<file path="config.mk">
export PLATFORM = sky130hd
export DESIGN_NAME = lpc_ctrl
export DESIGN_NICKNAME = d
export VERILOG_FILES = /design/src/shared/lpc_pkg.sv /design/src/core/lpc_ctrl.sv
export VERILOG_INCLUDE_DIRS = /design/src /design/src/shared
export SDC_FILE = /design/constraint.sdc
export NUM_CORES = 1
export LEC_CHECK = 0
export ABC_AREA = 0
export BUFFER_PORTS_ARGS = -buffer_cell sky130_fd_sc_hd__buf_4
export CORE_MARGIN = 10
export CORE_UTILIZATION = 59
export CTS_CLUSTER_SIZE = 20
export DETAILED_ROUTE_END_ITERATION = 8
export GPL_TIMING_DRIVEN = 0
export PLACE_DENSITY_LB_ADDON = 0.12
export SKIP_CTS_REPAIR_TIMING = 1
export SYNTH_ARGS = -nofsm -noshare
export SYNTH_HDL_FRONTEND = slang
export SYNTH_SLANG_ARGS = --single-unit
</file>
<file path="constraint.sdc">
create_clock -name clock -period 4.35 [get_ports clock]
set_clock_uncertainty 0.15 [all_clocks]
set_input_delay 0.435 -clock clock [delete_from_list [all_inputs] [get_ports clock]]
set_output_delay 0.435 -clock clock [all_outputs]
set_load 0.05 [all_outputs]
</file>
<file path="src/shared/lpc_consts.svh">
// Constants for the low-power mode and time base controller.
// Assumes inclusion by the package, the core module and the testbench.
`ifndef LPC_CONSTS_SVH
`define LPC_CONSTS_SVH
`define LPC_ADDR_CTRL      12'h050
`define LPC_ADDR_LOCK      12'h054
`define LPC_ADDR_TB_LO     12'h058
`define LPC_ADDR_TB_HI     12'h05C
`define LPC_ADDR_DEC       12'h060
`define LPC_ADDR_MCR       12'h064
`define LPC_ADDR_STAT      12'h068
`define LPC_MODE_NORMAL    2'h0
`define LPC_MODE_SINGLE    2'h1
`define LPC_MODE_DOZE      2'h2
`define LPC_MODE_SLEEP     2'h3
`define LPC_MF_RESET       4'h2
`define LPC_DIV_RESET      4'h3
`define LPC_BIT_WAKE_MASK  28
`define LPC_BIT_DEC_EN     26
`define LPC_BIT_LOL_RE     25
`define LPC_BIT_LOO_RE     24
`define LPC_MF_HI          22
`define LPC_MF_LO          19
`define LPC_MODE_HI        9
`define LPC_MODE_LO        8
`define LPC_DIV_HI         3
`define LPC_DIV_LO         0
`define LPC_BIT_MUL_LOCK   26
`define LPC_BIT_MODE_LOCK  25
`define LPC_BIT_DIV_LOCK   24
`define LPC_BIT_WAKE_REQ   8
`define LPC_BIT_FRZ_STOP   0
`define LPC_XTAL_DIV       2'h3
`define LPC_EXIT_CYCLES    2'h2
`define LPC_SLEEP_WAKE_NS  1000
`define LPC_CLK_NS         10
`define LPC_RESP_OKAY      2'h0
`define LPC_RESP_SLVERR    2'h2
`endif

</file>
<file path="src/shared/lpc_pkg.sv">
// Types for the low-power mode and time base controller.
// Assumes the constants header is on the include path.
`include "lpc_consts.svh"
package lpc_pkg;
    typedef enum logic [3:0] {
        LPC_RUN   = 4'h1,
        LPC_DRAIN = 4'h2,
        LPC_LOW   = 4'h4,
        LPC_WAKE  = 4'h8
    } lpc_state_t;
    // Clock gates driven toward the clock tree.
    typedef struct packed {
        logic sysclk_out_en;
        logic core_clk_en;
        logic osc_pll_en;
        logic timer_clk_en;
    } lpc_gates_t;
endpackage

</file>
<file path="src/core/lpc_ctrl.sv">
// Low-power mode, clock lock and time base controller with AXI4-Lite registers.
// Assumes one 100 MHz clock, the crystal sampled as a synchronous input, and
// the bus interface reporting when its current cycle has ended.
// Operation
// (RULE_01) Block new cycles, finish current, then gate
// (RULE_02) Debug keeps oscillator and PLL running
// (RULE_03) Mode field resets and exits to normal
// (RULE_04) Single-chip stops system clock output only
// (RULE_05) Doze stops output and internal clocks
// (RULE_06) Light modes exit on reset, irqs, timers
// (RULE_07) Wake source holds exit two cycles
// (RULE_08) Sleep stops everything, detects exit asynchronously; code registers the exit on the rising clock edge
// (RULE_09) Sleep ignores decrementer and periodic timer
// (RULE_10) Clocks restart after fixed exit delay
// (RULE_11) Unmasked irq low clears mode always
// (RULE_12) Mask zero blocks irqs; mask always writable
// (RULE_13) Lock bits ignore writes to guarded fields
// (RULE_14) Locks stick until clock reset, except freeze
// (RULE_15) Wake bit drives pin, written directly
// (RULE_16) Decrementer MSB rise sets wake bit
// (RULE_17) Time base free-running, no reset
// (RULE_18) Decrementer interrupt on zero passing, maskable
// (RULE_19) Decrementer ignores reset, keeps counting
// (RULE_20) Counters tick at crystal over four
// (RULE_21) Freeze stop halts counters at falling edge
// (RULE_22) Decrementer enable applies at next tick
// (RULE_23) Clock reset from external, oscillator, lock loss
`include "lpc_consts.svh"
module lpc_ctrl
    import lpc_pkg::*;
#(
    parameter int SLEEP_WAKE_CYC = (`LPC_SLEEP_WAKE_NS + `LPC_CLK_NS - 1) / `LPC_CLK_NS
)(
    input  wire logic        clock,
    input  wire logic        rst,
    input  wire logic [11:0] s_axi_awaddr,
    input  wire logic        s_axi_awvalid,
    output logic             s_axi_awready,
    input  wire logic [31:0] s_axi_wdata,
    input  wire logic [3:0]  s_axi_wstrb,
    input  wire logic        s_axi_wvalid,
    output logic             s_axi_wready,
    output logic [1:0]       s_axi_bresp,
    output logic             s_axi_bvalid,
    input  wire logic        s_axi_bready,
    input  wire logic [11:0] s_axi_araddr,
    input  wire logic        s_axi_arvalid,
    output logic             s_axi_arready,
    output logic [31:0]      s_axi_rdata,
    output logic [1:0]       s_axi_rresp,
    output logic             s_axi_rvalid,
    input  wire logic        s_axi_rready,
    input  wire logic        ext_reset_n,
    input  wire logic [1:0]  irq_n,
    input  wire logic        osc_lost,
    input  wire logic        pll_unlocked,
    input  wire logic        xtal_clk,
    input  wire logic        debug_mode,
    input  wire logic        freeze,
    input  wire logic        interrupt_enable_bit,
    input  wire logic        pit_irq,
    input  wire logic        bus_cycle_busy,
    output logic             bus_block_r,
    output lpc_gates_t       gates_r,
    output logic             power_up_request_pin,
    output logic             dec_irq_r,
    output logic             clock_reset_r
);
    localparam logic [7:0] SLEEP_CYC = 8'(SLEEP_WAKE_CYC);
    logic        irq_wake_mask_r, dec_en_r, lol_re_r, loo_re_r;
    logic [3:0]  pll_multiplier_r, output_divider_r;
    logic [1:0]  power_mode_select_r, held_mode_r;
    logic        mul_lock_r, mode_lock_r, div_lock_r;
    logic        wake_request_bit_r, frz_stop_r;
    logic [63:0] timebase_r;
    logic [31:0] dec_r;
    logic        dec_en_live_r;
    logic [1:0]  xdiv_r;
    logic        xtal_q_r, tick_r, frz_n_r;
    logic [7:0]  exit_cnt_r;
    logic        exit_async_r;
    lpc_state_t  state_r;
    logic        aw_hold_r, w_hold_r, ar_busy_r;
    logic [11:0] aw_addr_r;
    logic [31:0] w_data_r;
    logic [3:0]  w_strb_r;
    logic        wr_fire, wr_ok, rd_fire;
    logic [31:0] ctrl_word, lock_word, rd_word;
    logic        irq_wake, exit_light, exit_sleep, exit_any, low_sel, clk_rst;
    // Wake sources; only the irq pins are gated by the mask, reset and timers are not.
    assign irq_wake   = irq_wake_mask_r & ~(&irq_n);                  // RULE_12
    assign exit_sleep = ~ext_reset_n | irq_wake;                      // RULE_09
    assign exit_light = exit_sleep | dec_irq_r | pit_irq;             // RULE_06
    assign exit_any   = (held_mode_r == `LPC_MODE_SLEEP) ? exit_sleep : exit_light;
    assign low_sel    = power_mode_select_r != `LPC_MODE_NORMAL;
    assign clk_rst    = ~ext_reset_n | (osc_lost & loo_re_r) | (pll_unlocked & lol_re_r); // RULE_23
    // Clock reset is registered so the clock state can be cleared cleanly.
    always_ff @(posedge clock or posedge rst)
        if (rst)
            clock_reset_r <= 1'b1;
        else
            clock_reset_r <= clk_rst;
    // AXI write channel: address and data taken in either order.
    assign wr_fire = aw_hold_r & w_hold_r & ~s_axi_bvalid;
    assign wr_ok   = (aw_addr_r >= `LPC_ADDR_CTRL) && (aw_addr_r <= `LPC_ADDR_STAT); // Aligned, so the span is exact.
    always_ff @(posedge clock or posedge rst)
        if (rst)
        begin
            aw_hold_r     <= 1'b0;
            w_hold_r      <= 1'b0;
            aw_addr_r     <= 12'h000;
            w_data_r      <= 32'h0000_0000;
            w_strb_r      <= 4'h0;
            s_axi_awready <= 1'b0;
            s_axi_wready  <= 1'b0;
            s_axi_bvalid  <= 1'b0;
            s_axi_bresp   <= `LPC_RESP_OKAY;
        end
        else
        begin
            s_axi_awready <= ~aw_hold_r & ~(s_axi_awvalid & s_axi_awready);
            s_axi_wready  <= ~w_hold_r & ~(s_axi_wvalid & s_axi_wready);
            if (s_axi_awvalid & s_axi_awready)
            begin
                aw_hold_r <= 1'b1;
                aw_addr_r <= {s_axi_awaddr[11:2], 2'h0};
            end
            if (s_axi_wvalid & s_axi_wready)
            begin
                w_hold_r <= 1'b1;
                w_data_r <= s_axi_wdata;
                w_strb_r <= s_axi_wstrb;
            end
            if (wr_fire)
            begin
                s_axi_bvalid <= 1'b1;
                s_axi_bresp  <= wr_ok ? `LPC_RESP_OKAY : `LPC_RESP_SLVERR;
            end
            else if (s_axi_bvalid & s_axi_bready)
            begin
                s_axi_bvalid <= 1'b0;
                aw_hold_r    <= 1'b0;
                w_hold_r     <= 1'b0;
            end
        end
    // Control fields; clock reset (also high through rst) restores defaults.
    always_ff @(posedge clock)
        if (clock_reset_r)
        begin
            irq_wake_mask_r  <= 1'b0;
            dec_en_r         <= 1'b1;                                 // RULE_22
            lol_re_r         <= 1'b0;
            loo_re_r         <= 1'b0;
            pll_multiplier_r <= `LPC_MF_RESET;
            output_divider_r <= `LPC_DIV_RESET;
            power_mode_select_r <= `LPC_MODE_NORMAL;                  // RULE_03
        end
        else
        begin
            if (wr_fire && aw_addr_r == `LPC_ADDR_CTRL)
            begin
                if (w_strb_r[3])
                begin
                    irq_wake_mask_r <= w_data_r[`LPC_BIT_WAKE_MASK];  // RULE_12
                    dec_en_r <= w_data_r[`LPC_BIT_DEC_EN];
                    lol_re_r <= w_data_r[`LPC_BIT_LOL_RE];
                    loo_re_r <= w_data_r[`LPC_BIT_LOO_RE];
                end
                if (w_strb_r[2] && !mul_lock_r)                       // RULE_13
                    pll_multiplier_r <= w_data_r[`LPC_MF_HI:`LPC_MF_LO];
                if (w_strb_r[0] && !div_lock_r)                       // RULE_13
                    output_divider_r <= w_data_r[`LPC_DIV_HI:`LPC_DIV_LO];
                if (w_strb_r[1] && !mode_lock_r)                      // RULE_13
                    power_mode_select_r <= w_data_r[`LPC_MODE_HI:`LPC_MODE_LO];
            end
            // Exit wins over a same-cycle write; an unmasked irq clears even in normal mode.
            if ((state_r == LPC_WAKE) || irq_wake)                    // RULE_11
                power_mode_select_r <= `LPC_MODE_NORMAL;              // RULE_03
        end
    // Lock bits: sticky once set unless freeze is active.
    always_ff @(posedge clock)
        if (clock_reset_r)
        begin
            mul_lock_r  <= 1'b0;
            mode_lock_r <= 1'b0;
            div_lock_r  <= 1'b0;
        end
        else if (wr_fire && aw_addr_r == `LPC_ADDR_LOCK && w_strb_r[3])
        begin
            mul_lock_r  <= freeze ? w_data_r[`LPC_BIT_MUL_LOCK]  : (mul_lock_r  | w_data_r[`LPC_BIT_MUL_LOCK]);  // RULE_14
            mode_lock_r <= freeze ? w_data_r[`LPC_BIT_MODE_LOCK] : (mode_lock_r | w_data_r[`LPC_BIT_MODE_LOCK]); // RULE_14
            div_lock_r  <= freeze ? w_data_r[`LPC_BIT_DIV_LOCK]  : (div_lock_r  | w_data_r[`LPC_BIT_DIV_LOCK]);  // RULE_14
        end
    // Freeze clock-stop enable; resets to zero.
    always_ff @(posedge clock or posedge rst)
        if (rst)
            frz_stop_r <= 1'b0;
        else if (wr_fire && aw_addr_r == `LPC_ADDR_MCR && w_strb_r[0])
            frz_stop_r <= w_data_r[`LPC_BIT_FRZ_STOP];
    // Wake request: no reset on purpose, it lives on keep-alive power; hardware set wins.
    always_ff @(posedge clock)
        if (dec_en_live_r && tick_r && !dec_r[31] && dec_r == 32'h0000_0000)
            wake_request_bit_r <= 1'b1;                               // RULE_16
        else if (wr_fire && aw_addr_r == `LPC_ADDR_LOCK && w_strb_r[1])
            wake_request_bit_r <= w_data_r[`LPC_BIT_WAKE_REQ];        // RULE_15
    always_ff @(posedge clock)
        power_up_request_pin <= wake_request_bit_r;                   // RULE_15
    // Crystal divide by four; tick gated by sleep and by freeze at the falling edge.
    always_ff @(posedge clock or posedge rst)
        if (rst)
        begin
            xtal_q_r <= 1'b0;
            xdiv_r   <= 2'h0;
            tick_r   <= 1'b0;
        end
        else
        begin
            xtal_q_r <= xtal_clk;
            tick_r   <= 1'b0;
            if (xtal_clk && !xtal_q_r && gates_r.timer_clk_en)        // RULE_20
            begin
                xdiv_r <= xdiv_r + 2'h1;
                tick_r <= (xdiv_r == `LPC_XTAL_DIV) && frz_n_r;       // RULE_20
            end
        end
    always_ff @(negedge clock or posedge rst)
        if (rst)
            frz_n_r <= 1'b1;
        else
            frz_n_r <= ~(freeze & frz_stop_r);                        // RULE_21
    // Time base and decrementer: untouched by any reset.
    always_ff @(posedge clock)
        if (wr_fire && aw_addr_r == `LPC_ADDR_TB_LO)
            timebase_r[31:0] <= w_data_r;                             // RULE_17
        else if (wr_fire && aw_addr_r == `LPC_ADDR_TB_HI)
            timebase_r[63:32] <= w_data_r;
        else if (tick_r)
            timebase_r <= {timebase_r[63:32] + 32'(&timebase_r[31:0]), timebase_r[31:0] + 32'h1}; // RULE_17
    always_ff @(posedge clock)
        if (wr_fire && aw_addr_r == `LPC_ADDR_DEC)
            dec_r <= w_data_r;
        else if (tick_r && dec_en_live_r)
            dec_r <= dec_r - 32'h1;                                   // RULE_19
    always_ff @(posedge clock)
        if (tick_r)
            dec_en_live_r <= dec_en_r;                                // RULE_22
    // Decrementer interrupt on passing zero, masked by the core enable.
    always_ff @(posedge clock or posedge rst)
        if (rst)
            dec_irq_r <= 1'b0;
        else
            dec_irq_r <= tick_r && dec_en_live_r && dec_r == 32'h0000_0000 && interrupt_enable_bit; // RULE_18
    // Exit latch: registered on the rising clock edge, so a sleep wake needs a running clock edge first.
    always_ff @(posedge clock or posedge rst)
        if (rst)
            exit_async_r <= 1'b0;
        else
            exit_async_r <= exit_any && state_r == LPC_LOW;           // RULE_08
    // Mode sequencer and clock gates.
    always_ff @(posedge clock or posedge rst)
        if (rst)
        begin
            state_r     <= LPC_RUN;
            held_mode_r <= `LPC_MODE_NORMAL;
            exit_cnt_r  <= 8'h00;
            bus_block_r <= 1'b0;
            gates_r     <= '{1'b1, 1'b1, 1'b1, 1'b1};
        end
        else
        begin
            unique case (state_r)
                LPC_RUN:
                    if (low_sel && !irq_wake)
                    begin
                        bus_block_r <= 1'b1;                          // RULE_01
                        held_mode_r <= power_mode_select_r;
                        state_r     <= LPC_DRAIN;
                    end
                LPC_DRAIN:
                    if (!bus_cycle_busy)                              // RULE_01
                    begin
                        gates_r.sysclk_out_en <= 1'b0;                // RULE_04
                        gates_r.core_clk_en   <= held_mode_r == `LPC_MODE_SINGLE; // RULE_05
                        gates_r.osc_pll_en    <= held_mode_r != `LPC_MODE_SLEEP || debug_mode; // RULE_02
                        gates_r.timer_clk_en  <= held_mode_r != `LPC_MODE_SLEEP;  // RULE_20
                        state_r               <= LPC_LOW;
                    end
                LPC_LOW:
                begin
                    gates_r.osc_pll_en <= held_mode_r != `LPC_MODE_SLEEP || debug_mode; // RULE_02
                    if (exit_async_r)
                    begin
                        exit_cnt_r <= (held_mode_r == `LPC_MODE_SLEEP) ? SLEEP_CYC : 8'(`LPC_EXIT_CYCLES - 1); // RULE_10
                        gates_r.osc_pll_en <= 1'b1;
                        state_r    <= LPC_WAKE;
                    end
                end
                LPC_WAKE:
                    if (exit_cnt_r <= 8'h01)
                    begin
                        gates_r     <= '{1'b1, 1'b1, 1'b1, 1'b1};    // RULE_10
                        bus_block_r <= 1'b0;
                        held_mode_r <= `LPC_MODE_NORMAL;
                        state_r     <= LPC_RUN;
                    end
                    else
                        exit_cnt_r <= exit_cnt_r - 8'h01;
            endcase
        end
    // Read channel: one read at a time, answer one cycle after address.
    assign ctrl_word = {3'h0, irq_wake_mask_r, 1'b0, dec_en_r, lol_re_r, loo_re_r, 1'b0,
                        pll_multiplier_r, 9'h000, power_mode_select_r, 4'h0, output_divider_r};
    assign lock_word = {5'h00, mul_lock_r, mode_lock_r, div_lock_r, 15'h0000,
                        wake_request_bit_r, 8'h00};
    always_comb
    begin
        unique case ({s_axi_araddr[11:2], 2'h0})
            `LPC_ADDR_CTRL:  rd_word = ctrl_word;
            `LPC_ADDR_LOCK:  rd_word = lock_word;
            `LPC_ADDR_TB_LO: rd_word = timebase_r[31:0];
            `LPC_ADDR_TB_HI: rd_word = timebase_r[63:32];
            `LPC_ADDR_DEC:   rd_word = dec_r;
            `LPC_ADDR_MCR:   rd_word = {31'h0, frz_stop_r};
            `LPC_ADDR_STAT:  rd_word = {24'h0, state_r, gates_r};
            default:         rd_word = 32'h0000_0000;
        endcase
    end
    assign rd_fire = s_axi_arvalid & s_axi_arready;
    always_ff @(posedge clock or posedge rst)
        if (rst)
        begin
            s_axi_arready <= 1'b0;
            s_axi_rvalid  <= 1'b0;
            s_axi_rdata   <= 32'h0000_0000;
            s_axi_rresp   <= `LPC_RESP_OKAY;
            ar_busy_r     <= 1'b0;
        end
        else
        begin
            s_axi_arready <= ~ar_busy_r & ~rd_fire;
            if (rd_fire)
            begin
                ar_busy_r    <= 1'b1;
                s_axi_rvalid <= 1'b1;
                s_axi_rdata  <= rd_word;
                s_axi_rresp  <= (s_axi_araddr >= `LPC_ADDR_CTRL && s_axi_araddr < `LPC_ADDR_STAT + 12'h4) ?
                                `LPC_RESP_OKAY : `LPC_RESP_SLVERR;
            end
            else if (s_axi_rvalid & s_axi_rready)
            begin
                s_axi_rvalid <= 1'b0;
                ar_busy_r    <= 1'b0;
            end
        end
endmodule // lpc_ctrl

</file>
# [Word level (Yosys, flattened, before mapping)]
# Index checks and enable logic that the tools add are counted.
[word_totals] romBits=0 latch_bits=0 ramBits=0 input_bits=78 elab_cells=217 regBits=233 out_inout_bits=49 memories=0
[classes] n_div=0 eq_ne=27 n_reduce_logical=57 order_cmp=5 n_bitwise=33 addsub=5 shift=0 mux=45 mul=0
[op_table] op="32-bit case mux with 7 select lines" count=1
[op_table] op="32-bit 2-to-1 mux" count=5
[op_table] op="10-bit by 5-bit == test with 1-bit output, second input constant" count=13
[op_table] op="64-bit 2-to-1 mux" count=1
[op_table] op="32-bit by 1-bit adder with 32-bit output" count=1
[op_table] op="32-bit by 1-bit adder with 32-bit output, second input constant" count=1
[op_table] op="32-bit zero test" count=1
[op_table] op="32-bit AND reduction" count=1
[op_table] op="32-bit by 1-bit subtractor with 32-bit output, second input constant" count=1
[op_table] op="12-bit by 7-bit >= comparator with 1-bit output, second input constant" count=2
[op_table] op="1-bit logical AND" count=24
[op_table] op="4-bit 2-to-1 mux" count=6
[op_table] op="1-bit 2-to-1 mux" count=18
[op_table] op="2-bit nonzero test" count=9
[op_table] op="8-bit 2-to-1 mux" count=2
[op_table] op="4-bit case mux with 4 select lines" count=1
[op_table] op="8-bit case mux with 2 select lines" count=1
[op_table] op="1-bit bitwise AND" count=14
[op_table] op="2-bit AND reduction" count=7
[op_table] op="12-bit by 7-bit <= comparator with 1-bit output, second input constant" count=1
[op_table] op="12-bit by 7-bit < comparator with 1-bit output, second input constant" count=1
[op_table] op="2-bit inequality test, second input constant" count=6
[op_table] op="3-bit AND reduction" count=4
[op_table] op="1-bit NOT" count=11
[op_table] op="other kinds (21)" count=40

# [Logic depth before layout (Yosys ltp)]
# Gate-level depths: netlist of the first run.
[depth] depth_word=8 ltp_mapped=13 ltp_nobuf=12

==> impl_metrics.env, run 1 <==
export IMPL_finalCritPeriodShare_pct=94.66
export IMPL_r2r_start="timebase_r[11]"
export IMPL_path_cells="and4_1 -> nand4_1 -> clkbuf_1 -> nor4_1 -> ha_1 -> ha_1 -> nand3_1 -> nor2_1 -> and3_1 -> xnor2_1 -> a21oi_1"
export IMPL_path_delay_family="simple AND/OR/NAND/NOR gates"
export IMPL_placed_cell_area_mm2=0.01322
export IMPL_holdWs_ns=-0.009332
export IMPL_yosysSeqAreaShare_pct=51.77
export IMPL_synth_compound_area_share_pct=13.70
export IMPL_drt_pre_antenna_iters=8
export IMPL_htree_levels=1
export IMPL_hold_path_depth=2
export IMPL_cts_sinks=231
export IMPL_die_w_um=162.2
export IMPL_startpoint_type="register"
export IMPL_synth_most_common_cell="nor2_1"
export IMPL_postLayoutCellArea_mm2=0.01438
export IMPL_p_leak_nw=5.579
export IMPL_synthTopCellsByCount="nor2_1, a21oi_1, dfrtp_1"
export IMPL_grt_busiest_layer="met2"
export IMPL_cap_violations=0
export IMPL_drive_above_1_share_pct=19.77
export IMPL_min_to="w_data_r[5]"
export IMPL_met3_usage_pct=5.865
export IMPL_final_nets=1398
export IMPL_viasPerCell=6.421
export IMPL_grt_pass1_vias=9845
export IMPL_ys_types=63
export IMPL_worstSkewPairLatency_ns=0.57
export IMPL_synth_avg_cell_area_um2=10.54
export IMPL_wl_um=37590
export IMPL_numPortBuffers=119
export IMPL_synthTopCellsByArea="edfxtp_1, dfrtp_1, mux2_2"
export IMPL_crit_path_top_delay_cell="nor4_1"
export IMPL_synthSimpleGateAreaFrac_pct=16.40
export IMPL_cts_buffers=25
export IMPL_grt_pass1_wl_um=57210
export IMPL_postLayoutCoreUtil_pct=73.19
export IMPL_drcViolationCount=0
export IMPL_dpl_hpwl_um=27170
export IMPL_antenna_found_initial=0
export IMPL_synth_main_ff_cell="dfrtp_1"
export IMPL_path_clk_slew_ns=0.06
export IMPL_die_area_mm2=0.02632
export IMPL_rows=51
export IMPL_critPathMaxFanout=10
export IMPL_boundaryPins=127
export IMPL_finalSetupViolCount=0
export IMPL_start_util_pct=60.73
export IMPL_worstPathRequired_ns=4.45
export IMPL_cts_tree="built"
export IMPL_power_density_mw_per_mm2=458.4
export IMPL_rsz0062_at_grt="no"
export IMPL_crit_top_cell="ha_1"
export IMPL_max_slew_worst_pin_slew_ns=1.133
export IMPL_fin_tns_setup_ns=0
export IMPL_yosys_warnings=0
export IMPL_min_period_ns=4.118
export IMPL_violations="negative hold slack"
export IMPL_drtIter0Drc=1492
export IMPL_post_place_ws_ns=0.3798
export IMPL_hp_class="in -> reg"
export IMPL_use_met1_pct=36.24
export IMPL_track_usage_pct=27.53
export IMPL_r2r_end="timebase_r[42]"
export IMPL_max_slew_margin_rel_pct=23.87
export IMPL_reg2regPathDepth=11
export IMPL_hold_viol=9
export IMPL_yosys_area_top_type_share_pct=24.40
export IMPL_synth_adder_area_share_pct=0.8386
export IMPL_place_congestion=0.9739
export IMPL_grt_overflow=0
export IMPL_slew_viol_final=0
export IMPL_vias=10240
export IMPL_synth_mux_area_share_pct=7.830
export IMPL_antenna_cells=0
export IMPL_clock_fmax_ghz=0.2429
export IMPL_grt_max_degree=44
export IMPL_hp_start="s_axi_wdata[5]"
export IMPL_use_met2_pct=43.33
export IMPL_r2r_slack_ns=0.23
export IMPL_core_mm2=0.01965
export IMPL_root_buffer="clkbuf_16"
export IMPL_synth_top_family_by_area="simple AND/OR/NAND/NOR gates"
export IMPL_critical_path_max_stage_delay_ns=0.55
export IMPL_synth_top_area_cell="edfxtp_1"
export IMPL_status="finished with violations"
export IMPL_synth_edff_count=97
export IMPL_cts_path_max_buffers=3
export IMPL_synth_async_reset_ratio_pct=49.78
export IMPL_synth_seq_cells=231
export IMPL_crit_buf_inv=1
export IMPL_syn_inst=1133
export IMPL_path_class="reg -> reg"
export IMPL_netlist_area_mm2=0.01194
export IMPL_ir_drop_v=0.0003484
export IMPL_arrival_ns=4.22
export IMPL_fin_ws_ns=0.2323
export IMPL_syn2layout_area_growth_pct=20.50
export IMPL_avgRoutedWirePerCell_um=23.57
export IMPL_chipHeight_um=162.2
export IMPL_ant_nets=0
export IMPL_end_kind="register"
export IMPL_synth_xor_area_share_pct=6.824
[report_power, final]
| group | internal [W] | switching, W |
|---|---|---|
| Combinational | 0.000518 | 0.000627 |
| Clock | 0.00138 | 0.000875 |
| Sequential | 0.00268 | 0.000508 |
[worst max path at each step]
stage              startpoint  slack (ns)  depth (start not counted)             end
2_1_floorplan             rst        0.50                          1         frz_n_r
3_3_place_gp              rst       -0.07                          2         frz_n_r
3_5_place_dp   timebase_r[11]        0.38                         11  timebase_r[42]
4_1_cts        timebase_r[11]        0.31                         11  timebase_r[42]
5_1_grt        timebase_r[10]        0.05                         11  timebase_r[42]
6_report       timebase_r[11]        0.23                         11  timebase_r[42]
[state kept, by name, indices dropped and copies added, names as in the netlist, 2 cells and up]
| signal | flops |
|---|---|
| s_axi_rdata | 32 |
| dec_r | 32 |
| power_mode_select_r | 2 |
| aw_addr_r | 10 |
| timebase_r | 64 |
| exit_cnt_r | 8 |
| pll_multiplier_r | 4 |
| held_mode_r | 2 |
| w_strb_r | 4 |
| xdiv_r | 2 |
| gates_r | 4 |
| w_data_r | 32 |
| output_divider_r | 4 |
| state_r | 4 |
[metrics by stage]
stage	total power [W]	cells
2_1_floorplan	0.003815	1134
3_3_place_gp	0.004263	1518
3_5_place_dp	0.004317	1520
4_1_cts	0.006548	1565
5_1_grt	0.006821	1595
6_report	0.006593	1595
[cell type report]
type / count / area [um2]
tap: 265 / 331.6
inverter: 14 / 56.30
clock buffer: 35 / 735.7
fill: 1442 / 5270
clock inverter: 11 / 140.1
multi-input combinational: 828 / 5458
buffer: 60 / 254.0
sequential: 231 / 6180
timing repair buffer: 151 / 1229
[cell usage in the layout, fill, tap and decap left out, drive strengths merged, types with 8 or more instances in the layout]
cell         netlist  final
a21oi            111    111
a22o              36     36
a22oi             30     30
and3              14     14
and4               8      8
buf               20    141
clkbuf            40     76
dfrtp            108    108
dfxtp             19     19
dlygate4sd3        0     29
edfxtp            97     97
ha                 8      8
inv               15     15
mux2              59     59
mux2i             27     27
nand2             54     54
nand3             33     33
nand4             22     22
nor2             150    150
nor3              35     35
nor4              19     19
o21ai             13     13
o22ai             10     10
o2bb2ai           20     20
xnor2             55     55
xor2              38     38
[cell families after synthesis]
group / Yosys count
AO/OA/AOI/OAI: 249
XOR/XNOR: 93
multiplexers: 86
flip-flops: 231
other: 1
AND/OR/NAND/NOR: 390
adder cells (fa/ha/maj): 8
buffers and inverters: 75
[layer usage]
metal | up-vias | wire length, um | part of all wire (%)
met3 | 115 | 4079 | 11
met5 | - | 0 | 0
met2 | 644 | 17410 | 46
met1 | 4926 | 14630 | 39
li1 | 4556 | - | -
met4 | 0 | 1471 | 3.9
(Power assumes the default switching activity.)
==> run 2: changes to the inputs <==
--- a/config.mk
+++ b/config.mk
@@ -9,11 +9,10 @@
 export ABC_AREA = 0
 export BUFFER_PORTS_ARGS = -buffer_cell sky130_fd_sc_hd__buf_4
 export CORE_MARGIN = 10
-export CORE_UTILIZATION = 59
+export CORE_UTILIZATION = 30
 export CTS_CLUSTER_SIZE = 20
 export DETAILED_ROUTE_END_ITERATION = 8
 export GPL_TIMING_DRIVEN = 0
-export PLACE_DENSITY_LB_ADDON = 0.12
 export SKIP_CTS_REPAIR_TIMING = 1
 export SYNTH_ARGS = -nofsm -noshare
 export SYNTH_HDL_FRONTEND = slang
==> run 2 against run 1 <==
- the flow still finishes with violations (negative hold slack)
- critical endpoint unchanged
- largest power group unchanged
- setup slack better by 0.23 ns
- combinational power about the same
- wire length down 1.2%
- largest cell class unchanged
- highest routed layer unchanged
==> impl_metrics.env, run 2 (synthesis gave the netlist of run 1 again) <==
export IMPL_postLayoutCellArea_mm2=0.01488
export IMPL_placed_cell_area_mm2=0.01353
export IMPL_drt_pre_antenna_iters=6
export IMPL_reg2regPathDepth=11
export IMPL_crit_top_cell="ha_1"
export IMPL_post_place_ws_ns=0.4720
export IMPL_p_leak_nw=5.641
export IMPL_critPathMaxFanout=10
export IMPL_syn2layout_area_growth_pct=24.62
export IMPL_max_slew_margin_rel_pct=42.12
export IMPL_min_to="w_data_r[23]"
export IMPL_violations="negative hold slack"
export IMPL_crit_path_top_delay_cell="nor2_1"
export IMPL_placed_cells=1780
export IMPL_multi_input_area_mm2=0.005455
export IMPL_drive_above_1_share_pct=19.14
export IMPL_layout_commonest_cell="nor2_1"
export IMPL_ff_latch_area_mm2=0.006180
export IMPL_rsz0062_at_grt="no"
export IMPL_power_density_mw_per_mm2=434.5
export IMPL_hp_class="in -> reg"
export IMPL_combPwrFrac_pct=17.6
export IMPL_die_w_um=219.5
export IMPL_dpl_hpwl_um=28280
export IMPL_grt_overflow=0
export IMPL_p_int_w=0.004422
export IMPL_rows=73
export IMPL_end_kind="register"
export IMPL_layout_common_cells="nor2_1, buf_4, a21oi_1"
export IMPL_fin_ws_ns=0.4582
export IMPL_grt_pass1_wl_um=55440
export IMPL_cts_path_max_buffers=3
export IMPL_arrival_ns=4.00
export IMPL_grt_max_degree=41
export IMPL_die_area_mm2=0.04817
export IMPL_startpoint_type="register"
export IMPL_r2r_start="timebase_r[10]"
export IMPL_min_period_ns=3.892
export IMPL_path_cells="and4_1 -> nand4_1 -> clkbuf_1 -> nor4_1 -> ha_1 -> ha_1 -> nand3_1 -> nor2_1 -> and3_1 -> xnor2_1 -> a21oi_1"
export IMPL_drtIter0Drc=791
export IMPL_ant_nets=0
export IMPL_largest_register_ffs=64
export IMPL_finalCritPeriodShare_pct=89.47
export IMPL_clkPwrFrac_pct=32.4
export IMPL_drcViolationCount=0
export IMPL_place_congestion=0.9576
export IMPL_antenna_found_initial=1
export IMPL_r2r_end="timebase_r[42]"
export IMPL_core_mm2=0.03955
export IMPL_critical_path_max_stage_delay_ns=0.56
export IMPL_slew_viol_final=0
export IMPL_path_clk_slew_ns=0.06
export IMPL_viasPerCell=5.130
export IMPL_cts_sinks=231
export IMPL_hold_path_depth=2
export IMPL_avgRoutedWirePerCell_um=19.76
export IMPL_pwr_share_seq_pct=50.0
export IMPL_clock_fmax_ghz=0.2569
export IMPL_cap_violations=0
export IMPL_fillCellCount=3878
export IMPL_worstPathRequired_ns=4.46
export IMPL_netSwitchingFraction_pct=31.59
export IMPL_track_usage_pct=14.80
export IMPL_ir_drop_v=0.0001910
export IMPL_worstSkewPairLatency_ns=0.58
export IMPL_switching_power_w=0.002042
export IMPL_fin_cells=1879
export IMPL_status="finished with violations"
export IMPL_final_nets=1421
export IMPL_holdWs_ns=-0.001939
export IMPL_root_buffer="clkbuf_16"
export IMPL_path_class="reg -> reg"
export IMPL_cts_tree="built"
export IMPL_wl_um=37130
export IMPL_max_slew_worst_pin_slew_ns=0.8603
export IMPL_vias=9640
export IMPL_start_util_pct=30.18
export IMPL_crit_buf_inv=1
export IMPL_finalSetupViolCount=0
export IMPL_boundaryPins=127
export IMPL_hp_start="s_axi_wdata[23]"
export IMPL_htree_levels=1
export IMPL_chipHeight_um=219.5
export IMPL_hold_viol=2
export IMPL_largest_register="timebase_r"
export IMPL_numPortBuffers=119
export IMPL_grt_pass1_vias=9235
export IMPL_r2r_slack_ns=0.46
export IMPL_path_delay_family="simple AND/OR/NAND/NOR gates"
export IMPL_cts_buffers=25
-- run 2: per-layer routing --
layer / global-route usage, % / up-vias / share of wire [%]
li1: - / 4597 / -
met1: 19.82 / 4688 / 44
met2: 24.25 / 317 / 47
met3: 2.358 / 38 / 6.7
met4: 4.183 / 0 / 2.0
met5: 0 / - / 0
-- run 2: cell type report --
class	instances	share of cell area [%]
multi-input combinational	828	36.67
inverter	14	0.3785
timing repair buffer	174	9.959
sequential	231	41.54
tap	525	4.416
clock buffer	38	4.878
clock inverter	8	0.4290
buffer	60	1.707
antenna	1	0.01682
-- run 2: stage by stage --
step                hold WS, ns  setup TNS [ns]  utilization (%)  power (W)
global placement         0.2326        -0.09776            34.12   0.004306
detailed placement       0.2304               0            34.22   0.004350
floorplan                0.2003               0                -   0.003815
finish                -0.001939               0            37.61   0.006463
CTS                     -0.1597               0            36.21   0.006447
global route           0.001178               0            37.61   0.006732
-- run 2: worst reg2reg max path: stages (launching register included) --
cell and delay [ns]:
edfxtp_1 0.50, and4_1 0.30, nand4_1 0.16, clkbuf_1 0.25
nor4_1 0.53, ha_1 0.29, ha_1 0.24, nand3_1 0.17
nor2_1 0.56, and3_1 0.27, xnor2_1 0.12, a21oi_1 0.08
-- run 2: worst max-delay path by stage --
stage | start | to | cells past startpoint
finish | timebase_r[10] | timebase_r[42] | 11
global route | timebase_r[10] | timebase_r[42] | 11
CTS | timebase_r[10] | timebase_r[42] | 11
detailed placement | timebase_r[10] | timebase_r[42] | 11
global placement | rst | frz_n_r | 2
floorplan | rst | frz_n_r | 1
-- run 2: power groups by stage --
| stage | sequential, W | combinational, W | clock [W] |
|---|---|---|---|
| floorplan | 0.00309 | 0.000725 | 0.00000288 |
| global placement | 0.00325 | 0.00106 | 0.00000288 |
| detailed placement | 0.00326 | 0.00109 | 0.00000288 |
| CTS | 0.00322 | 0.00109 | 0.00214 |
| global route | 0.00328 | 0.00124 | 0.00221 |
| finish | 0.00323 | 0.00114 | 0.00209 |
==> run 3: changes to the inputs <==
--- a/config.mk
+++ b/config.mk
@@ -13,6 +13,7 @@
 export CTS_CLUSTER_SIZE = 20
 export DETAILED_ROUTE_END_ITERATION = 8
 export GPL_TIMING_DRIVEN = 0
+export HOLD_SLACK_MARGIN = 0.15
 export SKIP_CTS_REPAIR_TIMING = 1
 export SYNTH_ARGS = -nofsm -noshare
 export SYNTH_HDL_FRONTEND = slang
==> run 3 against run 2 <==
- the run now ends clean
- maximum frequency decreased by 0.13%
- non-clock buffer count increased by 8
- critical path depth unchanged
- global-route usage unchanged
- critical path type unchanged
- via count increased by 0.15%
- wire length about the same
==> impl_metrics.env, run 3 (synthesis gave the netlist of run 1 again) <==
export IMPL_status="finished, final reports clean"
export IMPL_cts_buffers=25
export IMPL_path_cells="and4_1 -> nand4_1 -> clkbuf_1 -> nor4_1 -> ha_1 -> ha_1 -> nand3_1 -> nor2_1 -> nand4_1 -> xor2_1 -> a21oi_1"
export IMPL_avgRoutedWirePerCell_um=19.67
export IMPL_drcViolationCount=0
export IMPL_hold_path_depth=4
export IMPL_fillCellCount=3871
export IMPL_crit_cells=11
export IMPL_layout_common_cells="nor2_1, buf_4, a21oi_1"
export IMPL_cts_sinks=231
export IMPL_r2r_slack_ns=0.45
export IMPL_grt_pass1_vias=9235
export IMPL_drt_pre_antenna_iters=5
export IMPL_numPortBuffers=119
export IMPL_die_area_mm2=0.04817
export IMPL_critical_path_max_stage_delay_ns=0.56
export IMPL_grt_overflow=0
export IMPL_reg2regPathDepth=11
export IMPL_final_nets=1429
export IMPL_cap_violations=0
export IMPL_holdWs_ns=0.1959
export IMPL_crit_buf_inv=1
export IMPL_finalCritPeriodShare_pct=89.58
export IMPL_start_util_pct=30.18
export IMPL_hp_class="in -> reg"
export IMPL_chipHeight_um=219.5
export IMPL_path_delay_family="simple AND/OR/NAND/NOR gates"
export IMPL_largest_register_ffs=64
export IMPL_slew_viol_final=0
export IMPL_max_slew_worst_pin_slew_ns=0.8485
export IMPL_min_period_ns=3.897
export IMPL_placed_cell_area_mm2=0.01353
export IMPL_hp_start="freeze"
export IMPL_rsz0062_at_grt="no"
export IMPL_path_clk_slew_ns=0.07
export IMPL_vias=9654
export IMPL_rows=73
export IMPL_syn2layout_area_growth_pct=25.29
export IMPL_crit_path_top_delay_cell="nor2_1"
export IMPL_clock_fmax_ghz=0.2566
export IMPL_htree_levels=1
export IMPL_drive_above_1_share_pct=19.03
export IMPL_viasPerCell=5.116
export IMPL_p_leak_nw=5.675
export IMPL_boundaryPins=127
export IMPL_power_w=0.006479
export IMPL_power_density_mw_per_mm2=433.2
export IMPL_largest_register="timebase_r"
export IMPL_arrival_ns=4.02
export IMPL_startpoint_type="register"
export IMPL_dpl_hpwl_um=28280
export IMPL_die_w_um=219.5
export IMPL_postLayoutCoreUtil_pct=37.82
export IMPL_min_to="div_lock_r"
export IMPL_postLayoutCellArea_mm2=0.01496
export IMPL_root_buffer="clkbuf_16"
export IMPL_antenna_found_initial=1
export IMPL_cts_tree="built"
export IMPL_hold_viol=0
export IMPL_grt_max_degree=41
export IMPL_critPathMaxFanout=10
export IMPL_drtIter0Drc=792
export IMPL_layout_commonest_cell="nor2_1"
export IMPL_ir_drop_v=0.0001907
export IMPL_worstPathRequired_ns=4.47
export IMPL_place_congestion=0.9576
export IMPL_end_kind="register"
export IMPL_finalSetupViolCount=0
export IMPL_ff_latch_area_mm2=0.006180
export IMPL_core_mm2=0.03955
export IMPL_wl_um=37130
export IMPL_r2r_end="timebase_r[58]"
export IMPL_r2r_start="timebase_r[10]"
export IMPL_grt_pass1_wl_um=55440
export IMPL_cts_path_max_buffers=3
export IMPL_worstSkewPairLatency_ns=0.58
export IMPL_max_slew_margin_rel_pct=42.63
export IMPL_ant_nets=0
export IMPL_track_usage_pct=14.80
export IMPL_path_class="reg -> reg"
export IMPL_multi_input_area_mm2=0.005455
==> run 3: changes by cell type in the layout (fill, tap and decap cells not counted) <==
cell and change:
dlygate4sd3_1 +8
==> run 3: how the worst max path moves through the flow <==
stage | endpoint | from
finish | timebase_r[58] | timebase_r[10]
detailed placement | timebase_r[42] | timebase_r[10]
global route | timebase_r[42] | timebase_r[10]
floorplan | frz_n_r | rst
global placement | frz_n_r | rst
CTS | timebase_r[42] | timebase_r[10]
==> run 3: through the flow <==
step                instances  setup TNS (ns)  setup WS (ns)
global route             1887               0         0.2819
floorplan                1134               0         0.5037
detailed placement       1780               0         0.4720
finish                   1887               0         0.4531
global placement         1778        -0.09776       -0.09776
CTS                      1825               0         0.4556
==> run 3: area by class of cell <==
class                   count  share of cell area [%]
diodes                      1                 0.01673
plain buffers              60                   1.698
clock buffers              38                   4.852
clock inverters             8                  0.4267
inverters                  14                  0.3765
multi-input cells         828                   36.48
flip-flops and latches    231                   41.32
well taps                 525                   4.392
repair buffers            182                   10.44
==> run 3: metal layers <==
layer	wire (um)	up-vias	track usage, %
met5	0	-	0
met4	756	0	4.183
met3	2564	39	2.358
met2	17520	313	24.25
met1	16280	4698	19.82
li1	-	4604	-
==> run 3: power by group <==
group / switching (W) / internal, W
clock network: 0.000886 / 0.00121
logic: 0.000602 / 0.000546
registers: 0.000558 / 0.00268
total: 0.00205 / 0.00443
==> run 3: tightest hold or removal path, stage by stage <==
cell     delay [ns]
buf_4          0.12
nand4_1        0.13
a22oi_1        0.09
nor2_1         0.08
